`src/hw/eps_pkg.sv`:
```
// eps_pkg: constants and carrier types for the wake filter and rail sequencer.
// assumes a single 25 MHz system clock; all times are converted to cycles here.
package eps_pkg;

  // clock rate
  localparam int unsigned CLK_MHZ           = 25;

  // wake pin filter times (us) and their cycle counts
  localparam int unsigned WAKE_DET_US       = 40;
  localparam int unsigned WAKE_FILT_US      = 20;
  localparam int unsigned WAKE_DET_CYC      = WAKE_DET_US * CLK_MHZ;
  localparam int unsigned WAKE_FILT_CYC     = WAKE_FILT_US * CLK_MHZ;
  localparam int unsigned WAKE_CNT_W        = 10;

  // nominal rail rise times (us) and cycle counts
  localparam int unsigned RISE_PRIMARY_US   = 640;
  localparam int unsigned RISE_SECONDARY_US = 320;
  localparam int unsigned RISE_STEP_UP_US   = 640;
  localparam int unsigned RISE_PRIMARY_CYC  = RISE_PRIMARY_US * CLK_MHZ;
  localparam int unsigned RISE_SECOND_CYC   = RISE_SECONDARY_US * CLK_MHZ;
  localparam int unsigned RISE_STEP_UP_CYC  = RISE_STEP_UP_US * CLK_MHZ;

  // short-to-ground detection window and reset release base delay
  localparam int unsigned STG_TIME_US       = 2000;
  localparam int unsigned STG_CYC           = STG_TIME_US * CLK_MHZ;
  localparam int unsigned RST_DLY_BASE_US   = 250;
  localparam int unsigned RST_DLY_BASE_CYC  = RST_DLY_BASE_US * CLK_MHZ;

  // monitor enable readback settling time, in cycles
  localparam int unsigned MON_DETECT_CYC    = 4;
  localparam int unsigned TIMER_W           = 20;

  // rail indices and stage masks
  localparam int unsigned RAIL_N            = 5;
  localparam int unsigned RAIL_PRIMARY      = 0;
  localparam int unsigned RAIL_SECONDARY    = 1;
  localparam int unsigned RAIL_STEP_UP      = 2;
  localparam int unsigned RAIL_MON_ONE      = 3;
  localparam int unsigned RAIL_MON_TWO      = 4;
  localparam logic [4:0]  STAGE1_MASK       = 5'h01;
  localparam logic [4:0]  STAGE2_MASK       = 5'h06;
  localparam logic [4:0]  STAGE3_MASK       = 5'h18;

  // device configuration register
  typedef struct packed {
    logic       wake_trigger_select;      // 0 edge, 1 level
    logic [1:0] reset_release_delay_sel;  // delay = base << sel
  } eps_cfg_t;

  localparam eps_cfg_t CFG_DEFAULT = '{wake_trigger_select: 1'b0,
                                       reset_release_delay_sel: 2'h0};

  // synchronised analog rail comparator inputs
  typedef struct packed {
    logic [4:0] uv_ok;     // above undervoltage threshold
    logic [4:0] ov;        // above overvoltage threshold
    logic [2:0] unused;    // internal rail flagged unused
    logic [1:0] mon_sense; // monitor enable pin reads high
  } eps_rail_cmp_t;

  typedef enum logic [1:0] {
    DEV_INIT     = 2'h0,
    DEV_ACTIVE   = 2'h1,
    DEV_DISABLED = 2'h2,
    DEV_LOCKED   = 2'h3
  } eps_dev_t;

  typedef enum logic [2:0] {
    SEQ_OFF     = 3'h0,
    SEQ_PRIMARY = 3'h1,
    SEQ_SECOND  = 3'h2,
    SEQ_DETECT  = 3'h3,
    SEQ_MONITOR = 3'h4,
    SEQ_DONE    = 3'h5
  } eps_seq_t;

endpackage : eps_pkg

```
`src/hw/eps_wake_filter.sv`:
```
// eps_wake_filter: synchroniser and duration deglitch for the wake comparator.
// assumes the pin is asynchronous; emits one-cycle pulses on filtered edges.
`timescale 1ns/1ps
module eps_wake_filter
  import eps_pkg::*;
(
  // clock and reset
  input  wire logic clk_in,
  input  wire logic rst_in,
  // raw comparator output
  input  wire logic pin_in,
  // filtered level and edges
  output logic      level_out,
  output logic      rise_out,
  output logic      fall_out
);
  import eps_pkg::*;

  logic                  sync1;
  logic                  sync2;
  logic [WAKE_CNT_W-1:0] cnt;
  wire                   differs = sync2 ^ level_out;
  wire                   expire  = differs && (cnt == WAKE_CNT_W'(WAKE_DET_CYC - 1));

  always_ff @(posedge clk_in)
  begin
    sync1 <= rst_in ? 1'b0 : pin_in;
    sync2 <= rst_in ? 1'b0 : sync1;
  end

  // dwell counter, clears on expiry, restarts on any bounce
  // same dwell for the low direction
  always_ff @(posedge clk_in)
  begin
    if (rst_in || !differs || expire)
      cnt <= '0;
    else
      cnt <= cnt + 1'b1;
  end

  always_ff @(posedge clk_in)
  begin
    if (rst_in)
    begin
      level_out <= 1'b0;
      rise_out  <= 1'b0;
      fall_out  <= 1'b0;
    end
    else
    begin
      level_out <= expire ? sync2 : level_out;
      rise_out  <= expire && sync2;
      fall_out  <= expire && !sync2;
    end
  end
endmodule : eps_wake_filter

```
`src/hw/eps_sequencer.sv`:
```
// eps_sequencer: wake handling, device state, staged rail enable, mcu reset.
// assumes analog comparators and monitor readback are asynchronous inputs,
// and that control pulses come from serial-port logic on the same clock.
//
// Summary of operation
// - wake counts as high only after 40 us above threshold; shorter glitches rejected.
// - wake counts as low only after 40 us below threshold; short dips ignored.
// - every filtered wake edge sets the sticky event flag; may start power-up.
// - a wake event alone never shuts the device down; mcu must request it.
// - a status output follows the filtered wake level at all times.
// - a config bit selects edge or level wake behaviour, applied by the device.
// - reset default is edge mode; only a filtered rising edge wakes.
// - level mode returns to ACTIVE from any state while wake is high.
// - ACTIVE to DISABLED allowed only while filtered wake is low.
// - enable primary, then secondary and step-up, then monitors, each after in-band.
// - sequencing runs on ACTIVE entry and skips rails marked unused.
// - advance only after undervoltage cleared and nominal rise time elapsed.
// - undervoltage monitoring arms at enable; first crossing reported once.
// - short-to-ground window is the timeout; fault then lock or continue.
// - mcu reset releases after its supply is in band for selected delay.
// - monitor enable readback high marks that channel as in use.
`timescale 1ns/1ps
module eps_sequencer
  import eps_pkg::*;
#(
  parameter int unsigned RISE_PRI_P   = eps_pkg::RISE_PRIMARY_CYC,
  parameter int unsigned RISE_SEC_P   = eps_pkg::RISE_SECOND_CYC,
  parameter int unsigned RISE_UP_P    = eps_pkg::RISE_STEP_UP_CYC,
  parameter int unsigned STG_P        = eps_pkg::STG_CYC,
  parameter int unsigned RST_BASE_P   = eps_pkg::RST_DLY_BASE_CYC
)
(
  // clock and reset
  input  wire logic                  SYS_CLK_IN,
  input  wire logic                  RST_IN,
  // wake pin comparator
  input  wire logic                  WAKE_PIN_IN,
  // configuration and control from serial logic
  input  wire logic                  CFG_WR_IN,
  input  wire eps_pkg::eps_cfg_t     CFG_DATA_IN,
  input  wire logic                  DEVICE_CONTROL_REQUEST_IN,
  input  wire logic                  HARD_RESET_EVENT_IN,
  input  wire logic                  LOCK_REQ_IN,
  input  wire logic                  STG_RESPONSE_LOCK_IN,
  input  wire logic                  WAKE_FLAG_CLR_IN,
  // analog rail comparators
  input  wire logic [4:0]            RAIL_UV_OK_IN,
  input  wire logic [4:0]            RAIL_OV_IN,
  input  wire logic [2:0]            RAIL_UNUSED_IN,
  input  wire logic [1:0]            MON_EN_SENSE_IN,
  // status
  output eps_pkg::eps_cfg_t          DEVICE_CONFIG_REGISTER_OUT,
  output eps_pkg::eps_dev_t          DEVICE_STATE_OUT,
  output logic                       WAKE_EVENT_FLAG_OUT,
  output logic                       WAKE_LEVEL_STATUS_OUT,
  output logic [1:0]                 MONITOR_IN_USE_OUT,
  output logic [4:0]                 UV_CROSS_EVENT_OUT,
  output logic [4:0]                 STG_FAULT_EVENT_OUT,
  output logic                       SEQ_DONE_OUT,
  // rail enables and mcu reset
  output logic [4:0]                 RAIL_EN_OUT,
  output logic                       MCU_RESET_N_OUT
);
  import eps_pkg::*;

  // synchronised comparator view
  eps_rail_cmp_t      cmp_async;
  eps_rail_cmp_t      cmp_s1;
  eps_rail_cmp_t      cmp;
  logic               wake_level;
  logic               wake_rise;
  logic               wake_fall;
  eps_seq_t           seq;
  eps_seq_t           next_seq;
  eps_dev_t           next_state;
  eps_cfg_t           next_cfg;
  logic [TIMER_W-1:0] timer;
  logic [TIMER_W-1:0] rst_cnt;
  logic [4:0]         crossed;
  logic [4:0]         next_en;

  assign cmp_async = '{uv_ok: RAIL_UV_OK_IN, ov: RAIL_OV_IN,
                       unused: RAIL_UNUSED_IN, mon_sense: MON_EN_SENSE_IN};

  genvar g;
  generate
    for (g = 0; g < $bits(eps_rail_cmp_t); g++)
    begin : g_sync
      always_ff @(posedge SYS_CLK_IN)
      begin
        cmp_s1[g] <= RST_IN ? 1'b0 : cmp_async[g];
        cmp[g]    <= RST_IN ? 1'b0 : cmp_s1[g];
      end
    end
  endgenerate

  eps_wake_filter u_wake (
    .clk_in    (SYS_CLK_IN),
    .rst_in    (RST_IN),
    .pin_in    (WAKE_PIN_IN),
    .level_out (wake_level),
    .rise_out  (wake_rise),
    .fall_out  (wake_fall)
  );

  // rail qualification
  wire [4:0] in_band   = cmp.uv_ok & ~cmp.ov;
  wire [4:0] used      = {MONITOR_IN_USE_OUT, ~cmp.unused};
  wire [4:0] stage_msk = (seq == SEQ_PRIMARY) ? STAGE1_MASK :
                         (seq == SEQ_SECOND)  ? STAGE2_MASK :
                         (seq == SEQ_MONITOR) ? STAGE3_MASK : 5'h00;
  wire [4:0] stage_use = stage_msk & used;
  // stage is good when every used rail in it is in band
  wire       stage_ok  = &(in_band | ~stage_use);
  // step-up rise time dominates the secondary one when both are used
  wire [TIMER_W-1:0] rise_tgt =
      (seq == SEQ_PRIMARY && used[RAIL_PRIMARY])   ? TIMER_W'(RISE_PRI_P) :
      (seq == SEQ_SECOND  && used[RAIL_STEP_UP])   ? TIMER_W'(RISE_UP_P)  :
      (seq == SEQ_SECOND  && used[RAIL_SECONDARY]) ? TIMER_W'(RISE_SEC_P) : '0;
  // in band and rise time both required
  wire       rise_done = (timer >= rise_tgt);
  wire       advance   = stage_ok && rise_done;
  wire       stg_hit   = (stage_use != 5'h00) && !stage_ok &&
                         (timer >= TIMER_W'(STG_P - 1));
  wire       stg_lock  = stg_hit && STG_RESPONSE_LOCK_IN;
  wire       seq_step  = advance || (stg_hit && !STG_RESPONSE_LOCK_IN);
  wire       detect_end = (seq == SEQ_DETECT) && (timer >= TIMER_W'(MON_DETECT_CYC));
  wire       active    = (DEVICE_STATE_OUT == DEV_ACTIVE);

  // edge mode wakes only on a rising edge
  wire       lvl_mode  = DEVICE_CONFIG_REGISTER_OUT.wake_trigger_select;
  wire       wake_go   = lvl_mode ? wake_level : wake_rise;
  // level mode and high level force re-entry
  wire       lvl_force = lvl_mode && wake_level;
  // disable request honoured only with wake low
  wire       dis_ok    = DEVICE_CONTROL_REQUEST_IN && !wake_level;

  // device state
  // no branch leaves ACTIVE on a wake event
  always_comb
  begin
    next_state = DEVICE_STATE_OUT;
    unique case (DEVICE_STATE_OUT)
      DEV_INIT:     next_state = wake_go ? DEV_ACTIVE : DEV_INIT;
      DEV_ACTIVE:
      begin
        if (HARD_RESET_EVENT_IN)
          next_state = DEV_INIT;
        else if (LOCK_REQ_IN || stg_lock)
          next_state = DEV_LOCKED;
        else if (dis_ok)
          next_state = DEV_DISABLED;
      end
      DEV_DISABLED: next_state = wake_go ? DEV_ACTIVE : DEV_DISABLED;
      DEV_LOCKED:   next_state = lvl_force ? DEV_ACTIVE : DEV_LOCKED;
    endcase
  end

  wire       cfg_revert = active && (next_state == DEV_DISABLED);
  always_comb
  begin
    next_cfg = DEVICE_CONFIG_REGISTER_OUT;
    if (cfg_revert)
      next_cfg = CFG_DEFAULT;
    else if (CFG_WR_IN)
      next_cfg = CFG_DATA_IN;
  end

  // sequencer
  // runs on ACTIVE entry; empty stages pass straight through
  always_comb
  begin
    next_seq = seq;
    if (!active)
      next_seq = SEQ_OFF;
    else
    begin
      unique case (seq)
        SEQ_OFF:     next_seq = SEQ_PRIMARY;
        SEQ_PRIMARY: next_seq = seq_step ? SEQ_SECOND : seq;
        SEQ_SECOND:  next_seq = seq_step ? SEQ_DETECT : seq;
        SEQ_DETECT:  next_seq = detect_end ? SEQ_MONITOR : seq;
        SEQ_MONITOR: next_seq = seq_step ? SEQ_DONE : seq;
        SEQ_DONE:    next_seq = seq;
        default:     next_seq = SEQ_OFF;
      endcase
    end
  end

  // monitors driven during detection to test readback
  always_comb
  begin
    next_en = RAIL_EN_OUT;
    if (!active || stg_lock)
      next_en = 5'h00;
    else if (next_seq == SEQ_PRIMARY)
      next_en = STAGE1_MASK & used;
    else if (next_seq == SEQ_SECOND)
      next_en = RAIL_EN_OUT | (STAGE2_MASK & used);
    else if (next_seq == SEQ_DETECT)
      next_en = RAIL_EN_OUT | STAGE3_MASK;
    else if (seq == SEQ_DETECT)
      next_en = {cmp.mon_sense, RAIL_EN_OUT[2:0]};
  end

  always_ff @(posedge SYS_CLK_IN)
  begin
    if (RST_IN)
    begin
      DEVICE_STATE_OUT           <= DEV_INIT;
      DEVICE_CONFIG_REGISTER_OUT <= CFG_DEFAULT;
      seq                        <= SEQ_OFF;
      RAIL_EN_OUT                <= 5'h00;
      SEQ_DONE_OUT               <= 1'b0;
    end
    else
    begin
      DEVICE_STATE_OUT           <= next_state;
      DEVICE_CONFIG_REGISTER_OUT <= next_cfg;
      seq                        <= next_seq;
      RAIL_EN_OUT                <= next_en;
      SEQ_DONE_OUT               <= (next_seq == SEQ_DONE);
    end
  end

  // stage timer restarts on each stage change, saturates at the window
  always_ff @(posedge SYS_CLK_IN)
  begin
    if (RST_IN || next_seq != seq)
      timer <= '0;
    else if (timer != TIMER_W'(STG_P))
      timer <= timer + 1'b1;
  end

  // readback result latched at the end of detection
  always_ff @(posedge SYS_CLK_IN)
  begin
    if (RST_IN)
      MONITOR_IN_USE_OUT <= 2'h0;
    else if (detect_end)
      MONITOR_IN_USE_OUT <= cmp.mon_sense;
  end

  // filtered edges set the flag; set wins over clear
  always_ff @(posedge SYS_CLK_IN)
  begin
    WAKE_EVENT_FLAG_OUT   <= !RST_IN && (wake_rise || wake_fall ||
                             (WAKE_EVENT_FLAG_OUT && !WAKE_FLAG_CLR_IN));
    WAKE_LEVEL_STATUS_OUT <= !RST_IN && wake_level;
  end

  // monitoring armed at enable, first crossing reported once
  // fault pulse for each used rail still out of band at timeout
  always_ff @(posedge SYS_CLK_IN)
  begin
    crossed             <= RST_IN ? 5'h00 : RAIL_EN_OUT & (crossed | cmp.uv_ok);
    UV_CROSS_EVENT_OUT  <= RST_IN ? 5'h00 : RAIL_EN_OUT & cmp.uv_ok & ~crossed;
    STG_FAULT_EVENT_OUT <= (RST_IN || !stg_hit) ? 5'h00 : stage_use & ~in_band;
  end

  // mcu supply must stay in band for the selected delay
  // once released, a new delay setting must not pulse the reset again
  wire               mcu_ok  = RAIL_EN_OUT[RAIL_PRIMARY] && in_band[RAIL_PRIMARY];
  wire [TIMER_W-1:0] rst_tgt = TIMER_W'(RST_BASE_P) <<
                               DEVICE_CONFIG_REGISTER_OUT.reset_release_delay_sel;
  always_ff @(posedge SYS_CLK_IN)
  begin
    if (RST_IN || !mcu_ok)
    begin
      rst_cnt         <= '0;
      MCU_RESET_N_OUT <= 1'b0;
    end
    else
    begin
      rst_cnt         <= (rst_cnt >= rst_tgt) ? rst_cnt : rst_cnt + 1'b1;
      MCU_RESET_N_OUT <= MCU_RESET_N_OUT || (rst_cnt >= rst_tgt);
    end
  end
endmodule : eps_sequencer

```
`config.mk`:
```
export PLATFORM = sky130hd
export DESIGN_NAME = eps_sequencer
export DESIGN_NICKNAME = d
export VERILOG_FILES = /design/src/hw/eps_pkg.sv /design/src/hw/eps_wake_filter.sv /design/src/hw/eps_sequencer.sv
export SDC_FILE = /design/constraint.sdc
export NUM_CORES = 1
export LEC_CHECK = 0
export ABC_CLOCK_PERIOD_IN_PS = 3150
export BUFFER_PORTS_ARGS = -buffer_cell sky130_fd_sc_hd__buf_2
export CORE_UTILIZATION = 37
export CTS_BUF_LIST = sky130_fd_sc_hd__clkbuf_16
export DETAILED_ROUTE_END_ITERATION = 10
export HOLD_SLACK_MARGIN = 0.08
export PLACE_DENSITY = 0.61
export SYNTH_ARGS = -nofsm -noshare
export SYNTH_HDL_FRONTEND = slang
export SYNTH_SLANG_ARGS = --single-unit
```
`constraint.sdc`:
```
create_clock -name SYS_CLK_IN -period 3.15 [get_ports SYS_CLK_IN]
set_clock_uncertainty 0.05 [all_clocks]
set_input_delay 0.1575 -clock SYS_CLK_IN [delete_from_list [all_inputs] [get_ports SYS_CLK_IN]]
set_output_delay 0.1575 -clock SYS_CLK_IN [all_outputs]
set_load 0.005 [all_outputs]
```
==> results of run 1 <==
==> worst min-delay path by stage <==
| stage | from | to | slack, ns |
|---|---|---|---|
| floorplan | HARD_RESET_EVENT_IN | DEVICE_STATE_OUT[1] | 0.23 |
| finish | DEVICE_CONTROL_REQUEST_IN | DEVICE_STATE_OUT[0] | 0.11 |
| detailed placement | RAIL_UNUSED_IN[1] | cmp_s1[3] | 0.32 |
| global placement | RAIL_UV_OK_IN[4] | cmp_s1[14] | 0.31 |
| CTS | DEVICE_CONTROL_REQUEST_IN | DEVICE_STATE_OUT[0] | 0.08 |
| global route | DEVICE_CONTROL_REQUEST_IN | DEVICE_STATE_OUT[0] | 0.13 |
==> synthesized netlist by cell type, types with 11 or more instances <==
cell and count:
nand4_1 11, nand3_1 25, nor2b_1 42, or4_1 14, nor2_1 58, dfxtp_1 119
clkbuf_1 17, ha_1 30, nor3_1 15, nand2_1 32, o31ai_1 14, inv_1 15
xor2_1 14, nand2b_1 15, a21oi_1 33
==> layout make-up <==
| class | instances | area, µm² | area share |
|---|---|---|---|
| clock inverters | 15 | 200 | 0.0301 |
| multi-input cells | 424 | 2780 | 0.418 |
| repair buffers | 86 | 576 | 0.0866 |
| clock buffers | 17 | 425 | 0.0640 |
| flip-flops and latches | 119 | 2380 | 0.359 |
| well taps | 180 | 225 | 0.0339 |
| inverters | 15 | 56.3 | 0.00847 |
==> cells by family (layout without fill, tap and decap cells) <==
logic type / Yosys count / count (layout) / share of synthesized area
and+or+nand+nor: 270 / 270 / 0.282
DFF: 119 / 119 / 0.449
AOI/OAI and AO/OA: 94 / 94 / 0.119
buffers and inverters: 37 / 133 / 0.0288
adders and majority gates: 31 / 31 / 0.0726
xor gates and xnor gates: 24 / 24 / 0.0396
muxes: 5 / 5 / 0.00966
==> metrics by stage <==
stage / TNS [ns] / util / power (mW) / area [µm²] / setup WS (ns)
3_5_place_dp: 0 / 0.414 / 1.69 / 5770 / 0.143
4_1_cts: 0 / 0.476 / 3.76 / 6640 / 0.117
5_1_grt: -0.00427 / 0.477 / 3.86 / 6650 / -0.00427
2_1_floorplan: 0 / - / 1.64 / 5310 / 0.276
6_report: 0 / 0.477 / 3.72 / 6650 / 0.190
3_3_place_gp: 0 / 0.414 / 1.68 / 5770 / 0.250
==> what timing repair did <==
action	CTS	global route
endpoints found under the setup margin	0	37
hold buffers	24	0
gates resized for setup	0	4
buffers inserted	0	0
endpoints found under the hold margin	22	0
==> power by group through the flow <==
stage | logic (mW) | registers [mW] | clock network, mW
after CTS | 0.133 | 1.54 | 2.08
final | 0.133 | 1.55 | 2.04
after global placement | 0.105 | 1.58 | 0
after detailed placement | 0.109 | 1.58 | 0
after floorplan | 0.0695 | 1.57 | 0
after global routing | 0.149 | 1.55 | 2.17
==> worst max-delay path, cell delays in order (launching register included) <==
cell and delay [ns]:
dfxtp_1 0.41, nand2b_1 0.13, nor3_2 0.19, nand2_1 0.11
inv_1 0.07, ha_1 0.21, nor4bb_1 0.12, a311oi_1 0.30
o31ai_1 0.16, o211ai_2 0.26, o22ai_1 0.16, o41a_1 0.38
buf_4 0.21, nor2_1 0.14
==> per-layer routing <==
metal | vias to the layer above | GRT usage | wire length [µm]
li1 | 2258 | - | -
met1 | 2054 | 0.215 | 5460
met2 | 118 | 0.270 | 5410
met3 | 24 | 0.0454 | 583
met4 | 0 | 0.0864 | 236
met5 | - | 0 | 0
==> flip-flops by register name, indices dropped and copies added, names as in the netlist, 3 cells and up <==
name	count
timer	20
STG_FAULT_EVENT_OUT	5
rst_cnt	20
u_wake.cnt	10
crossed	5
UV_CROSS_EVENT_OUT	5
seq	3
cmp_s1	15
RAIL_EN_OUT	5
cmp	15
==> results.yml, run 1 <==
run_status:
  status: "finished, final reports clean"
cts:
  tritoncts: "built"
  clk-insertion-delay-late_ns: 0.41
  cts_root_buffer: "clkbuf_16"
  h-tree-depth: 4
  clkSinkCount: 119
  cts_inserted_buffers: 17
  clk_pin_slew_worst_paths_ns: 0.06
  clockBufferDepth: 2
grt:
  grt_overflow: 0
  grt_pass1_vias: 4189
  grt_max_degree: 55
  grt_pass1_wl_um: 19800
  grt_antenna_before_repair: 0
  grt_usage: 0.171
power:
  p_switching_mw: 0.786
  p_int_mw: 2.93
  power_density_nw_per_um2: 559
  pwr-share-seq: 0.416
  switching_share: 0.211
  leakagePower_nw: 2.65
  clock_power_share: 0.549
  combPwrFrac: 0.036
  ir_drop_mv: 0.493
die:
  die_area_um2: 14800
  start_util: 0.381
  coreArea_um2: 13900
  die_height_um: 122
  fp-row-count: 43
  ios: 53
  die_w_um: 122
timing:
  max_freq_mhz: 338
  whs_ns: 0.105
  rsz0062_at_grt: "true"
  slew_violations: 0
  finalCriticalPeriod_ns: 2.96
  finalSetupViolations: 0
  worst_slew_pin_slew_ns: 0.533
  max_slew_margin: 0.642
  finalHoldViolations: 0
  fin_crit_sh: 0.940
synthesis:
  synth.area.top_cells: "dfxtp_1 45%, ha_1 7.1%, nor2b_1 4.9%, nor2_1 4.1%, a21oi_1 3.1%"
  netlist_instances: 580
  ys_seq_area_frac: 0.449
  syn_nets: 637
  synth_top_area_share: 0.449
  synth_edf_count: 0
  synth.largest_area_cell: "dfxtp_1"
  ys_types: 57
  async_reset_ff_frac: 0
  yosysWarnings: 0
  synth_seq_cells: 119
  netlist_area_um2: 5310
  synthFlopType: "dfxtp_1"
  avgSynthCellArea_um2: 9.15
hold_path:
  hold_path_depth: 4
  min_path_type: "in -> reg"
critical_path:
  reg2reg_depth: 13
  rrSetupSlack_ns: 0.19
  crit_required_ns: 3.45
  critical_path_peak_fanout: 20
  startpoint_type: "flip-flop"
  critPathKind: "reg -> reg"
  cp.arrival_ns: 3.26
  timing.rr.start: "seq[1]"
  startpoint: "seq[1]"
  endpoint_kind: "flip-flop"
  timing.rr.end: "timer[15]"
  critPathCapture: "timer[15]"
final_layout:
  drive_gt1_frac: 0.160
  diodes: 0
  nNetsFinal: 720
  syn_to_final_growth_pct: 25.2
  num-fill-cells: 1284
  finalNonFillerCells: 856
  final_common_cell: "dfxtp_1"
  mostFrequentLayoutCells: "118 x dfxtp_1, 58 x nor2_1, 52 x buf_2, 42 x nor2b_1, 33 x a21oi_1"
route:
  ant_nets: 0
  drc: 0
  dr_total_vias: 4454
  viasPerCell: 5.20
  dr.pass1.iters: 5
  wl_um: 11700
  wire_per_inst_um: 13.7
  drt_iter0_markers: 307
place:
  dpl.hpwl_um: 8300
  gp_congestion: 0.980
  dp.cells: 800
  io_buffers: 52
run:
  drv_cap: 0
Note: power is estimated with default switching activity, not from simulation.
==> run 2: changes to the inputs <==
--- a/config.mk
+++ b/config.mk
@@ -5,6 +5,7 @@
 export SDC_FILE = /design/constraint.sdc
 export NUM_CORES = 1
 export LEC_CHECK = 0
+export ABC_AREA = 1
 export ABC_CLOCK_PERIOD_IN_PS = 3150
 export BUFFER_PORTS_ARGS = -buffer_cell sky130_fd_sc_hd__buf_2
 export CORE_UTILIZATION = 37
==> run 2 against run 1 <==
Net effect: core utilization is 0.48 points lower; clock-buffer cell count stayed put; setup slack better by 0.091 ns; sequential share of layout area is 1.4 points lower; critical endpoint is now timer[2]; largest cell class unchanged.
==> results.yml, run 2 <==
grt:
  grt_pass1_wl_um: 21100
  grt_pass1_vias: 4534
  grt_overflow: 0
  grt_antenna_before_repair: 0
  grt_usage: 0.167
  grt_max_degree: 43
synthesis:
  synth.largest_area_cell: "dfxtp_1"
  synth.area.top_cells: "dfxtp_1 42%, nor2_1 9.4%, inv_1 8.5%, nand2_1 7.7%, ha_1 6.7%"
  synth_top_area_share: 0.422
  avgSynthCellArea_um2: 7.33
  yosys-top-cells-count: "142 x nor2_1, 127 x inv_1, 119 x dfxtp_1"
  ys_types: 40
  yosysWarnings: 0
  yosysMostFrequentCell: "nor2_1"
  synthFlopType: "dfxtp_1"
  async_reset_ff_frac: 0
  syn_nets: 826
  netlist_area_um2: 5640
  ys_seq_area_frac: 0.422
  synth_seq_cells: 119
  synth_edf_count: 0
  netlist_instances: 769
route:
  dr_total_vias: 4742
  wl_um: 12000
  drc: 0
  dr.pass1.iters: 4
  drt_iter0_markers: 181
  viasPerCell: 4.52
  ant_nets: 0
  wire_per_inst_um: 11.4
critical_path:
  startpoint: "seq[1]"
  timing.rr.end: "timer[2]"
  rrSetupSlack_ns: 0.28
  crit_required_ns: 3.39
  cpMaxStageDelayCell: "dfxtp_4"
  cpPeakStageDelay_ns: 0.39
  cp.arrival_ns: 3.11
  cp_cell_sequence: "inv_2 -> nor3_4 -> inv_1 -> nor2_1 -> nor2_1 -> ha_1 -> nand2_1 -> nor2_1 -> nand2_1 -> nand3_1 -> nand2_1 -> nand3_1 -> nand2_1 -> nand2_1 -> nand2_1 -> nand2_2 -> nand2_4 -> o21ai_1 -> nor2_2 -> nand2_2 -> buf_12 -> nor2_2"
  timing.rr.start: "seq[1]"
  critPathKind: "reg -> reg"
  reg2reg_depth: 22
  endpoint_kind: "flip-flop"
  critical_path_peak_fanout: 20
  cpMostUsedCell: "nand2_1"
  startpoint_type: "flip-flop"
hold_path:
  min_path_type: "in -> reg"
  hp-start: "STG_RESPONSE_LOCK_IN"
  whs_endpoint: "RAIL_EN_OUT[0]"
  hold_path_depth: 6
place:
  dpl.hpwl_um: 8560
  io_buffers: 52
  dp.cells: 994
  gp_congestion: 0.840
die:
  fp-row-count: 44
  die_height_um: 125
  start_util: 0.384
  coreArea_um2: 14700
  ios: 53
  die_area_um2: 15700
  die_w_um: 125
final_layout:
  multiInputGateArea_um2: 2690
  syn_to_final_growth_pct: 23.0
  finalNonFillerCells: 1050
  regArea_um2: 2390
  drive_gt1_frac: 0.152
  diodes: 0
  reg.largest.list: "rst_cnt x20, timer x20"
  num-fill-cells: 1463
  nNetsFinal: 911
  final_util: 0.472
  final_common_cell: "nor2_1"
  mostFrequentLayoutCells: "142 x nor2_1, 128 x inv_1, 116 x dfxtp_1, 116 x nand2_1, 52 x buf_2"
cts:
  clkSinkCount: 119
  clockBufferDepth: 2
  clk_pin_slew_worst_paths_ns: 0.05
  cts_inserted_buffers: 17
  cts_root_buffer: "clkbuf_16"
  cts_setup_buffers: 0
  tritoncts: "built"
  h-tree-depth: 4
  clk-insertion-delay-late_ns: 0.42
timing:
  slew_violations: 0
  finalSetupViolations: 0
  max_freq_mhz: 349
  finalCriticalPeriod_ns: 2.87
  max_slew_margin: 0.513
  finalHoldViolations: 0
  fin_crit_sh: 0.911
  worst_slew_pin_slew_ns: 0.728
  finalSetupTns_ns: 0
  rsz0062_at_grt: "false"
  whs_ns: 0.158
run_status:
  status: "finished, final reports clean"
power:
  leakagePower_nw: 3.00
  totalPowerFinal_mw: 3.60
  ir_drop_mv: 0.370
  power_density_nw_per_um2: 519
run:
  drv_cap: 0
## run 2: cell count changes in the layout (fill, tap and decap cells not counted), moves of 15 or more
cell | before | now
nand2b_1 | 15 | 0
nand3_1 | 25 | 41
nor2_2 | 0 | 21
nor2b_1 | 42 | 0
nor2_1 | 58 | 142
nand2_1 | 32 | 116
inv_1 | 15 | 128
## run 2: worst max path at each step
stage | endpoint | slack (ns)
after floorplan | timer[2] | 0.56
after global placement | timer[2] | 0.27
after detailed placement | timer[2] | 0.20
after CTS | timer[2] | 0.18
after global routing | timer[2] | 0.006
final | timer[2] | 0.28
## run 2: per-layer routing
metal / GRT usage / wire [µm] / part of all wire / vias up
li1: - / - / - / 2578
met1: 0.213 / 5980 / 0.50 / 2085
met2: 0.265 / 5370 / 0.45 / 64
met3: 0.0436 / 420 / 0.035 / 15
met4: 0.0732 / 196 / 0.016 / 0
met5: 0 / 0 / 0 / -
## run 2: final cells by class
| class | instances | area share |
|---|---|---|
| sequential | 119 | 0.344 |
| tap | 184 | 0.0332 |
| clock buffer | 17 | 0.0613 |
| timing repair buffer | 80 | 0.0786 |
| inverter | 133 | 0.0727 |
| multi-input combinational | 503 | 0.387 |
| clock inverter | 14 | 0.0233 |
## run 2: repair_timing
item                                    4_1_cts  5_1_grt
endpoints found under the setup margin        0       24
endpoints found under the hold margin        23        0
hold buffers                                 25        0
resized for setup                             0        6
## run 2: where the power goes
group | internal [mW] | total, mW | switching, mW
sequential | 1.53 | 1.54 | 0.0120
clock | 1.23 | 1.91 | 0.685
combinational | 0.0683 | 0.145 | 0.0766
total | 2.83 | 3.60 | 0.773
## run 2: logic make-up after synthesis
kind of cell,count (synthesis),synth area share
compound gates,62,0.0610
buf+inv,147,0.104
flops,119,0.422
xor+xnor,23,0.0357
mux,1,0.00177
simple gates,387,0.309
fa+ha+maj,30,0.0665
## run 2: per-stage QoR
step,setup WS (ns),instance area (µm²)
floorplan,0.560,5640
global placement,0.271,6090
detailed placement,0.200,6090
CTS,0.177,6920
global route,0.00597,6940
finish,0.282,6940
## run 2: critical path, delay by kind of cell, from the launching register on
family                   cells  cell delay, ns
AND/OR/NAND/NOR             17            1.42
flip-flops                   1            0.39
AO/OA/AOI/OAI                1            0.22
buffers and inverters        3            0.35
adder cells (fa/ha/maj)      1            0.32
